File: config.mk
export PLATFORM = sky130hd
export DESIGN_NAME = rtccs_top
export DESIGN_NICKNAME = d
export VERILOG_FILES = /design/src/rtl/rtccs_pkg.sv /design/src/rtl/rtccs_top.sv
export SDC_FILE = /design/constraint.sdc
export NUM_CORES = 1
export LEC_CHECK = 0
export BUFFER_PORTS_ARGS = -buffer_cell sky130_fd_sc_hd__buf_2
export CAP_MARGIN = 5
export CORE_MARGIN = 5
export CORE_UTILIZATION = 45
export CTS_CLUSTER_SIZE = 10
export DETAILED_ROUTE_END_ITERATION = 16
export PLACE_DENSITY_LB_ADDON = 0.15
export SYNTH_ARGS = -nofsm -noshare
export SYNTH_HDL_FRONTEND = slang
export SYNTH_SLANG_ARGS = --single-unit
export TNS_END_PERCENT = 50
File: constraint.sdc
create_clock -name clock -period 2.35 [get_ports clock]
set_input_delay 0.47 -clock clock [delete_from_list [all_inputs] [get_ports clock]]
set_output_delay 0.47 -clock clock [all_outputs]
set_load 0.005 [all_outputs]
File: src/rtl/rtccs_pkg.sv
/*
  rtccs_pkg: offsets, field positions, reset values and timing counts for the
  calendar control/status flag block.
  assumes: avalon-mm word addressing of byte offsets, 32-bit data.
*/
package rtccs_pkg;
  // register byte offsets
  localparam logic [7:0]  OFS_CTRL      = 8'h08;
  localparam logic [7:0]  OFS_STS       = 8'h0c;
  localparam logic [7:0]  OFS_SHIFT     = 8'h28;
  localparam logic [7:0]  OFS_WAKE_CFG  = 8'h14;
  localparam logic [7:0]  OFS_IRQ_STS   = 8'h40;
  localparam logic [7:0]  OFS_IRQ_MASK  = 8'h44;
  localparam logic [7:0]  OFS_WPROT     = 8'h24;
  localparam logic [7:0]  OFS_CAL_VIEW  = 8'h48;
  // control field positions
  localparam int CTRL_SHADOW_BYP  = 5;
  localparam int CTRL_ALARM_EN    = 8;
  localparam int CTRL_WAKE_EN     = 10;
  localparam int CTRL_SUMMER      = 16;
  localparam int CTRL_WINTER      = 17;
  localparam int CTRL_BACKUP      = 18;
  localparam int CTRL_CAL_SEL     = 19;
  localparam int CTRL_POL         = 20;
  localparam int CTRL_ROUTE_LO    = 21;
  localparam int CTRL_CAL_EN      = 23;
  localparam logic [31:0] CTRL_WMASK = 32'h00fc_0520;
  localparam logic [31:0] CTRL_RESET = 32'h0000_0000;
  // status field positions
  localparam int STS_ALARM_WR   = 0;
  localparam int STS_WAKE_WR    = 2;
  localparam int STS_SHIFT_PEND = 3;
  localparam int STS_CAL_SET    = 4;
  localparam int STS_SYNCED     = 5;
  localparam int STS_INIT_RDY   = 6;
  localparam int STS_INIT_REQ   = 7;
  localparam logic [31:0] STS_RESET = 32'h0000_0007;
  // route encodings
  localparam logic [1:0] ROUTE_OFF   = 2'h0;
  localparam logic [1:0] ROUTE_ALARM = 2'h1;
  localparam logic [1:0] ROUTE_WAKE  = 2'h3;
  // write-protection unlock key pair
  localparam logic [7:0] WP_KEY1 = 8'hca;
  localparam logic [7:0] WP_KEY2 = 8'h53;
  // timing
  localparam int KCLK_HZ         = 32768;
  localparam int WAKE_WR_DELAY   = 2;
  localparam int SHADOW_PERIOD   = 2;
  localparam int INIT_RDY_DELAY  = 2;
  localparam int SHIFT_DONE_CYC  = 3;
  localparam int TAP512_HALF_CYC = 32;
  localparam logic [6:0]  ASYNC_DIV_DEF = 7'h7f;
  localparam logic [14:0] SYNC_DIV_DEF  = 15'h00ff;
  // interrupt bits
  localparam int IRQ_SYNC  = 0;
  localparam int IRQ_ALARM = 1;
  localparam int IRQ_WAKE  = 2;
  localparam int IRQ_SHIFT = 3;
endpackage

File: src/rtl/rtccs_top.sv
/*
  rtccs_top: calendar control bits, status flags, dst hour adjust,
  calibration and alarm pin outputs, avalon-mm slave with interrupt.
  assumes: one clock (the kernel clock), synchronous active-high reset,
  alarm/wakeup events and year value arrive from the same clock domain.
*/
// Implementation choice: the Avalon-MM register port.
`timescale 1ns/1ps
module rtccs_top
  import rtccs_pkg::*;
#(
  parameter int ASYNC_DIV = 127,
  parameter int SYNC_DIV  = 255
) (
  // clock and reset
  input  wire logic        clock,
  input  wire logic        rst,
  input  wire logic        clk_en,
  // avalon-mm slave
  input  wire logic [7:0]  address,
  input  wire logic        read,
  input  wire logic        write,
  input  wire logic [31:0] writedata,
  input  wire logic [3:0]  byteenable,
  output logic [31:0]      readdata,
  output logic             waitrequest,
  // calendar side
  input  wire logic [7:0]  year_field,
  input  wire logic        alarm_a_match_flag,
  input  wire logic        wakeup_expired_flag,
  input  wire logic        alarm_value_change,
  // pins and adjust strobes
  output logic             calibration_pin,
  output logic             alarm_pin,
  output logic             hour_inc_pulse,
  output logic             hour_dec_pulse,
  output logic             irq
);

  logic [31:0] ctrl_reg;
  logic [31:0] sts_reg;
  logic [3:0]  irq_sts_reg;
  logic [3:0]  irq_mask_reg;
  logic [1:0]  wp_state_reg;
  logic        ack_reg;
  logic [5:0]  hour_reg;
  logic [5:0]  hour_live_reg;
  logic [5:0]  hour_shadow_reg;
  logic [6:0]  adiv_reg;
  logic [14:0] sdiv_reg;
  logic        tap512_reg;
  logic        tap1_reg;
  logic [1:0]  wake_cnt_reg;
  logic        shadow_tick_reg;
  logic [1:0]  shift_cnt_reg;
  logic [1:0]  init_cnt_reg;
  logic        alarm_en_q_reg;

  logic        unlocked;
  logic        acc;
  logic        wr_hit;
  logic [31:0] wmask;
  logic [31:0] wdata_m;
  logic        init_mode;
  logic        sync_evt;
  logic        shift_evt;
  logic        shift_done;
  logic        alarm_sel;

  assign unlocked  = (wp_state_reg == 2'h2);
  assign acc       = clk_en && (read || write) && !ack_reg;
  // writes commit only on the edge that completes the transfer
  assign wr_hit    = clk_en && write && ack_reg;
  assign wmask     = {{8{byteenable[3]}}, {8{byteenable[2]}}, {8{byteenable[1]}}, {8{byteenable[0]}}};
  assign wdata_m   = writedata & wmask;
  assign init_mode = sts_reg[STS_INIT_REQ];
  assign shift_evt = wr_hit && address == OFS_SHIFT;
  assign shift_done = sts_reg[STS_SHIFT_PEND] && shift_cnt_reg == 2'(SHIFT_DONE_CYC - 1);
  assign sync_evt  = shadow_tick_reg && !init_mode && !sts_reg[STS_SHIFT_PEND] && !ctrl_reg[CTRL_SHADOW_BYP];

  // bus handshake: one wait cycle, answer on the second edge
  always_ff @(posedge clock) begin
    if (rst) begin
      ack_reg <= 1'b0;
    end else if (clk_en) begin
      ack_reg <= (read || write) && !ack_reg;
    end
  end

  always_ff @(posedge clock) begin
    if (rst) begin
      waitrequest <= 1'b1;
    end else if (clk_en) begin
      waitrequest <= !((read || write) && !ack_reg);
    end
  end

  // write protection key sequence; any other value relocks
  always_ff @(posedge clock) begin
    if (rst) begin
      wp_state_reg <= 2'h0;
    end else if (wr_hit && address == OFS_WPROT) begin
      if (writedata[7:0] == WP_KEY1) begin
        wp_state_reg <= 2'h1;
      end else if (writedata[7:0] == WP_KEY2 && wp_state_reg == 2'h1) begin
        wp_state_reg <= 2'h2;
      end else begin
        wp_state_reg <= 2'h0;
      end
    end
  end

  // control register; dst request bits never stored
  always_ff @(posedge clock) begin
    if (rst) begin
      ctrl_reg <= CTRL_RESET;
    end else if (wr_hit && address == OFS_CTRL && unlocked) begin
      ctrl_reg <= (ctrl_reg & ~(wmask & CTRL_WMASK)) | (wdata_m & CTRL_WMASK);
    end
  end

  // dst adjust strobes, honoured only in free-run mode
  always_ff @(posedge clock) begin
    if (rst) begin
      hour_inc_pulse <= 1'b0;
      hour_dec_pulse <= 1'b0;
    end else if (clk_en) begin
      hour_inc_pulse <= wr_hit && address == OFS_CTRL && unlocked && !init_mode
                        && wdata_m[CTRL_SUMMER];
      hour_dec_pulse <= wr_hit && address == OFS_CTRL && unlocked && !init_mode
                        && wdata_m[CTRL_WINTER] && hour_live_reg != 6'h00;
    end
  end

  // local hour counter so the retard check and shadows have a real value
  always_ff @(posedge clock) begin
    if (rst) begin
      hour_live_reg <= 6'h00;
    end else if (clk_en && !init_mode) begin
      if (hour_inc_pulse) begin
        hour_live_reg <= (hour_live_reg == 6'd23) ? 6'h00 : hour_live_reg + 6'h01;
      end else if (hour_dec_pulse) begin
        hour_live_reg <= hour_live_reg - 6'h01;
      end
    end
  end

  always_ff @(posedge clock) begin
    if (rst) begin
      hour_reg <= 6'h00;
    end else if (clk_en) begin
      hour_reg <= hour_live_reg;
    end
  end

  // shadow refresh every two cycles
  always_ff @(posedge clock) begin
    if (rst) begin
      shadow_tick_reg <= 1'b0;
      hour_shadow_reg <= 6'h00;
    end else if (clk_en) begin
      shadow_tick_reg <= !shadow_tick_reg;
      if (sync_evt) begin
        hour_shadow_reg <= hour_reg;
      end
    end
  end

  // 512Hz tap: 32-cycle half period; 1Hz tap toggles twice per sync wrap
  always_ff @(posedge clock) begin
    if (rst) begin
      adiv_reg   <= ASYNC_DIV_DEF;
      sdiv_reg   <= SYNC_DIV_DEF;
      tap512_reg <= 1'b0;
      tap1_reg   <= 1'b0;
    end else if (clk_en && !init_mode) begin
      if (adiv_reg == 7'h00) begin
        adiv_reg <= 7'(ASYNC_DIV);
        if (sdiv_reg == 15'h0000) begin
          sdiv_reg <= 15'(SYNC_DIV);
        end else begin
          sdiv_reg <= sdiv_reg - 15'h0001;
        end
        if (sdiv_reg == 15'h0000 || sdiv_reg == 15'((SYNC_DIV + 1) / 2)) begin
          tap1_reg <= !tap1_reg;
        end
      end else begin
        adiv_reg <= adiv_reg - 7'h01;
      end
      if (adiv_reg % 7'(TAP512_HALF_CYC) == 7'h00) begin
        tap512_reg <= !tap512_reg;
      end
    end
  end

  // output pins
  assign alarm_sel = (ctrl_reg[CTRL_ROUTE_LO +: 2] == ROUTE_ALARM) ? alarm_a_match_flag :
                     (ctrl_reg[CTRL_ROUTE_LO +: 2] == ROUTE_WAKE)  ? wakeup_expired_flag : 1'b0;

  always_ff @(posedge clock) begin
    if (rst) begin
      calibration_pin <= 1'b0;
      alarm_pin       <= 1'b0;
    end else if (clk_en) begin
      calibration_pin <= ctrl_reg[CTRL_CAL_EN] &&
                         (ctrl_reg[CTRL_CAL_SEL] ? tap1_reg : tap512_reg);
      alarm_pin       <= ctrl_reg[CTRL_POL] ^ alarm_sel;
    end
  end

  // wakeup write-ok delay counter
  always_ff @(posedge clock) begin
    if (rst) begin
      wake_cnt_reg <= 2'h0;
    end else if (clk_en) begin
      if (ctrl_reg[CTRL_WAKE_EN] == sts_reg[STS_WAKE_WR]) begin
        wake_cnt_reg <= (wake_cnt_reg == 2'(WAKE_WR_DELAY - 1)) ? 2'h0 : wake_cnt_reg + 2'h1;
      end else begin
        wake_cnt_reg <= 2'h0;
      end
    end
  end

  // shift completion and init-ready counters
  always_ff @(posedge clock) begin
    if (rst) begin
      shift_cnt_reg <= 2'h0;
      init_cnt_reg  <= 2'h0;
    end else if (clk_en) begin
      shift_cnt_reg <= sts_reg[STS_SHIFT_PEND] ? shift_cnt_reg + 2'h1 : 2'h0;
      if (!init_mode) begin
        init_cnt_reg <= 2'h0;
      end else if (init_cnt_reg != 2'(INIT_RDY_DELAY)) begin
        init_cnt_reg <= init_cnt_reg + 2'h1;
      end
    end
  end

  always_ff @(posedge clock) begin
    if (rst) begin
      alarm_en_q_reg <= 1'b0;
    end else if (clk_en) begin
      alarm_en_q_reg <= ctrl_reg[CTRL_ALARM_EN];
    end
  end

  // status register
  always_ff @(posedge clock) begin
    if (rst) begin
      sts_reg <= STS_RESET;
    end else if (clk_en) begin
      if (wr_hit && address == OFS_STS && unlocked) begin
        sts_reg[STS_INIT_REQ] <= writedata[STS_INIT_REQ];
      end
      if (init_mode) begin
        sts_reg[STS_ALARM_WR] <= 1'b0;
      end else if (!ctrl_reg[CTRL_ALARM_EN] && alarm_value_change) begin
        sts_reg[STS_ALARM_WR] <= 1'b1;
      end
      if (ctrl_reg[CTRL_WAKE_EN] == sts_reg[STS_WAKE_WR] && wake_cnt_reg == 2'(WAKE_WR_DELAY - 1)) begin
        sts_reg[STS_WAKE_WR] <= !ctrl_reg[CTRL_WAKE_EN];
      end
      if (shift_evt) begin
        sts_reg[STS_SHIFT_PEND] <= 1'b1;
      end else if (shift_done) begin
        sts_reg[STS_SHIFT_PEND] <= 1'b0;
      end
      sts_reg[STS_CAL_SET] <= (year_field != 8'h00);
      if (sync_evt) begin
        sts_reg[STS_SYNCED] <= 1'b1;
      end else if (init_mode || sts_reg[STS_SHIFT_PEND] || ctrl_reg[CTRL_SHADOW_BYP]) begin
        sts_reg[STS_SYNCED] <= 1'b0;
      end else if (wr_hit && address == OFS_STS && unlocked && !writedata[STS_SYNCED]) begin
        sts_reg[STS_SYNCED] <= 1'b0;
      end
      sts_reg[STS_INIT_RDY] <= init_mode && init_cnt_reg == 2'(INIT_RDY_DELAY);
      sts_reg[31:8] <= 24'h00_0000;
      sts_reg[1]    <= 1'b0;
    end
  end

  // interrupt status, write one to clear, set wins
  always_ff @(posedge clock) begin
    if (rst) begin
      irq_sts_reg  <= 4'h0;
      irq_mask_reg <= 4'h0;
    end else if (clk_en) begin
      irq_sts_reg <= (irq_sts_reg & ~((wr_hit && address == OFS_IRQ_STS) ? writedata[3:0] : 4'h0))
                     | {shift_done, wakeup_expired_flag, alarm_a_match_flag, sync_evt};
      if (wr_hit && address == OFS_IRQ_MASK) begin
        irq_mask_reg <= writedata[3:0];
      end
    end
  end

  always_ff @(posedge clock) begin
    if (rst) begin
      irq <= 1'b0;
    end else if (clk_en) begin
      irq <= |(irq_sts_reg & irq_mask_reg);
    end
  end

  // read mux; calendar view honours shadow bypass
  always_ff @(posedge clock) begin
    if (rst) begin
      readdata <= 32'h0000_0000;
    end else if (acc && read) begin
      case (address)
        OFS_CTRL:     readdata <= ctrl_reg;
        OFS_STS:      readdata <= sts_reg;
        OFS_IRQ_STS:  readdata <= {28'h000_0000, irq_sts_reg};
        OFS_IRQ_MASK: readdata <= {28'h000_0000, irq_mask_reg};
        OFS_WPROT:    readdata <= {30'h0000_0000, wp_state_reg};
        OFS_CAL_VIEW: readdata <= {26'h000_0000, ctrl_reg[CTRL_SHADOW_BYP] ? hour_live_reg : hour_shadow_reg};
        default:      readdata <= 32'h0000_0000;
      endcase
    end
  end

  // assertions
  property p_sum;
    @(posedge clock) disable iff (rst)
    (wr_hit && address == OFS_CTRL && unlocked && !init_mode && wdata_m[CTRL_SUMMER]) |=> hour_inc_pulse;
  endproperty
  a_sum: assert property (p_sum) else $error("summer request lost");

  property p_win;
    @(posedge clock) disable iff (rst) hour_dec_pulse |-> $past(hour_live_reg) != 6'h00;
  endproperty
  a_win: assert property (p_win) else $error("winter retard at hour zero");

  property p_ctrl_rd;
    @(posedge clock) disable iff (rst) !ctrl_reg[CTRL_WINTER] && !ctrl_reg[CTRL_SUMMER] && ctrl_reg[31:24] == 8'h00;
  endproperty
  a_ctrl_rd: assert property (p_ctrl_rd) else $error("control reserved or request bit stored");

  property p_cal_off;
    @(posedge clock) disable iff (rst) clk_en && !ctrl_reg[CTRL_CAL_EN] |=> !calibration_pin;
  endproperty
  a_cal_off: assert property (p_cal_off) else $error("calibration pin active while disabled");

  property p_route_off;
    @(posedge clock) disable iff (rst)
    clk_en && ctrl_reg[CTRL_ROUTE_LO +: 2] == ROUTE_OFF |=> alarm_pin == $past(ctrl_reg[CTRL_POL]);
  endproperty
  a_route_off: assert property (p_route_off) else $error("alarm pin not idle when route off");

  property p_wake;
    @(posedge clock) disable iff (rst || !clk_en)
    $fell(ctrl_reg[CTRL_WAKE_EN]) ##1 !ctrl_reg[CTRL_WAKE_EN] [*2] |-> sts_reg[STS_WAKE_WR];
  endproperty
  a_wake: assert property (p_wake) else $error("wakeup write flag late");

  property p_shift;
    @(posedge clock) disable iff (rst) clk_en && shift_evt |=> sts_reg[STS_SHIFT_PEND];
  endproperty
  a_shift: assert property (p_shift) else $error("shift pending not set");

  property p_init_clr;
    @(posedge clock) disable iff (rst)
    clk_en && init_mode |=> !sts_reg[STS_ALARM_WR] && !sts_reg[STS_SYNCED];
  endproperty
  a_init_clr: assert property (p_init_clr) else $error("flags not cleared in init");

  property p_rdy;
    @(posedge clock) disable iff (rst) sts_reg[STS_INIT_RDY] |-> $past(init_mode);
  endproperty
  a_rdy: assert property (p_rdy) else $error("init ready outside init");

  c_sum:   cover property (@(posedge clock) hour_inc_pulse);
  c_sync:  cover property (@(posedge clock) sts_reg[STS_SYNCED]);
  c_rdy:   cover property (@(posedge clock) sts_reg[STS_INIT_RDY]);
  c_irq:   cover property (@(posedge clock) irq);

endmodule

==> summary.md <==
| Metric | Value |
|---|---|
| Number of global-route vias before repair | `3833` |
| Drt via density | `5.276` |
| P_leak | `~2.2 nW` |
| Antenna-violating nets left | `0` |
| Synth top area cells | `dfxtp_1 (43%), mux2i_1 (6.7%), nor2_1 (6.5%)` |
| Port Buffer Count | `66` |
| CP peak stage delay | `about 0.50 ns` |
| Final nets | `692` |
| Fin area | `roughly 5500 um^2` |
| Drt first-iter violations | `180` |
| CP max stage cell | `or4b_4` |
| Largest register FFs | `16` |
| Placeable Area | `between 10000 and 15000 um^2` |
| Post-Place Setup Slack | `-0.01170 ns` |
| N_diodes | `0` |
| DP HPWL | `between 8000 and 9000 um` |
| Routability cong. | `~0.86` |
| Critical Path Start | `sdiv_reg[1]` |
| Final Max Slew Viols | `0` |
| Sink Count | `99` |
| Peak VDD IR | `about 0.25 mV` |
| Startpoint Class | `flop` |
| Synth warn | `0` |
| Yosys top cell area share | `0.4251` |
| Post-synth cell types | `between 50 and 60` |
| Drc violations | `0` |
| Critical Path End Type | `flop` |
| Worst Hold Launch | `writedata[21]` |
| Clock-pin slew on the worst setup and hold paths | `0.09 ns` |
| Sequential cell area fraction in the yosys report | `0.4251` |
| Synthesized area per cell | `between 8 and 9 um^2` |
| Vert. Die Dim | `around 110 um` |
| Die X | `between 100 and 150 um` |
| Setup slack, reg-to-reg | `between 0.1 and 0.15 ns` |
| Tot Pwr | `0.003111 W` |
| Normalized max-slew margin | `0.6717` |
| Max Fanout on Critical Path | `3` |
| Peak Freq | `around 0.45 GHz` |
| RSZ-0062 raised after global routing | `false` |
| Commonest cells post-synth | `dfxtp_1 (99), nor2_1 (81), nand2_1 (45)` |
| DR WL/cell | `~15 um` |
| Root cell of the clock tree | `clkbuf_8` |
| Mapped Area | `approximately 4700 um^2` |
| Cell taking the most area after synthesis | `dfxtp_1` |
| Largest net degree at the start of global routing | `23` |
| Cells after Synth | `540` |
| Seq cells post-synth | `99` |
| Clock latency on the worst-skew pair | `~0.36 ns` |
| Drt first pass iters | `5` |
| Worst R2R Start | `sdiv_reg[1]` |
| Placed inst area | `about 5300 um^2` |
| Final period util | `0.9544` |
| TritonCTS buffer count | `9` |
| Arr. time, crit path | `~2.6 ns` |
| Primary FF master, synth | `dfxtp_1` |
| Num ports | `around 100` |
| Worst path cell trace | `inv_1 > ha_1 > or3b_2 > nor4_2 > or4b_4 > or3_1 > a21oi_2` |
| Worst Max-Slew Pin Slew | `about 0.49 ns` |
| Grt ovf | `0` |
| WP data required | `roughly 2.7 ns` |
| Global-route total usage across every layer | `0.1811` |
| Post-synth EDFFs | `0` |
| Final Hold Viols | `0` |
| Initial antenna violation count | `0` |
| CTS tree | `done` |
| Max-Cap Viols | `0` |
| Most common cell in the netlist | `dfxtp_1` |
| Fill cell count | `975` |
| Depth of the CTS H-tree | `3` |
| Clock Path Buffers | `2` |
| FF-to-FF path depth | `7` |
| RR Endpoint | `sdiv_reg[12]` |
| Setup TNS | `0 ns` |
| Row count | `37` |
| Min Tclk post-route | `about 2.2 ns` |
| Area growth, synth to finish | `17.90%` |
| Async SR Flop Fraction | `0` |
| Status | `completed` |
| Worst hold path depth | `3` |
| Clock Skews | `~0.0073 ns` |
| Initial Utilization | `0.4557` |
| Setup ws final | `approximately 0.11 ns` |
| WS Path Type | `reg -> reg` |
| Layout cell share with drive strength beyond 1 | `0.2194` |
| Routed WL | `between 10000 and 15000 um` |
| Pwr Density | `between 500 and 600 nW/um^2` |
| Vias | `between 4000 and 5000` |
| Final hold slack | `between 0.3 and 0.4 ns` |
| Setup violators final | `0` |
| First-pass GRT wire length | `about 19000 um` |
| Type of the most critical hold path | `in -> reg` |
| Die area | `roughly 12000 um^2` |
## worst max path at each step
stage              endpoint  cells past startpoint
6_report       sdiv_reg[12]                      7
3_3_place_gp   sdiv_reg[12]                      7
5_1_grt        sdiv_reg[12]                      7
2_1_floorplan  sdiv_reg[12]                      7
4_1_cts        sdiv_reg[12]                      7
3_5_place_dp           flop                      8
## final cells by class
class / count / area (um^2) / area share
repair buffers: 102 / 613.1 / 0.1115
clock inverters: 5 / 85.08 / 0.01548
multi-input cells: 398 / 2462 / 0.4480
well taps: 136 / 170.2 / 0.03096
inverters: 14 / 52.55 / 0.009561
flip-flops and latches: 99 / 1982 / 0.3606
clock buffers: 11 / 131.4 / 0.02390
## placed cells by master (no fill, tap or decap), types with 3 or more instances in the layout
master,count
a21oi_1,28
a221oi_1,3
a22oi_1,14
a311oi_1,7
a31oi_1,5
and3_1,3
and3b_1,4
buf_2,66
buf_4,35
clkbuf_8,9
conb_1,16
dfxtp_1,99
ha_1,8
inv_1,14
mux2_2,8
mux2i_1,31
nand2_1,45
nand2b_1,5
nand3_1,16
nand3b_1,4
nor2_1,81
nor2b_1,4
nor3_1,14
nor4_1,13
nor4b_1,4
o21ai_0,15
or2_2,7
or3_1,8
xnor2_1,16
xor2_1,6
## worst max-delay path: cells and delay by family (launching register included)
family	cells	cell delay [ns]
buffers and inverters	1	0.08
and+or+nand+nor	4	1.50
adders and majority gates	1	0.15
AOI/OAI and AO/OA	1	0.13
DFF	1	0.33
## through the flow
step	std cells	utilization
6_report	765	0.5372
5_1_grt	765	0.5372
4_1_cts	765	0.5372
3_5_place_dp	749	0.5155
3_3_place_gp	749	0.5155
2_1_floorplan	555	-
## logic make-up after synthesis
family	synth area share
other	0.0008044
XOR/XNOR	0.04133
AND/OR/NAND/NOR	0.2440
AO/OA/AOI/OAI	0.1213
flip-flops	0.4251
buffers and inverters	0.06012
adder cells (fa/ha/maj)	0.02147
multiplexers	0.08588
## repair_timing
item / in CTS / in global routing
endpoints found under the setup margin: 1 / 0
buffers inserted: 0 / 0
resized for setup: 1 / 0
hold buffers: 0 / 0
endpoints found under the hold margin: 0 / 0
## power by group
| group | leakage [nW] | switching (W) | internal (W) |
|---|---|---|---|
| clock network | 0.104 | 0.000588 | 0.000607 |
| registers | 0.801 | 0.0000121 | 0.00169 |
| logic | 1.30 | 0.000125 | 0.0000863 |
| total | 2.20 | 0.000725 | 0.00239 |
## layer usage
metal / GRT usage / routed length [um] / part of all wire
met1: 0.2460 / 5354 / 0.47
met2: 0.2910 / 5105 / 0.45
met3: 0.03370 / 747 / 0.066
met4: 0.05839 / 139 / 0.012
met5: 0 / 0 / 0
Note: power is estimated with default switching activity, not from simulation.
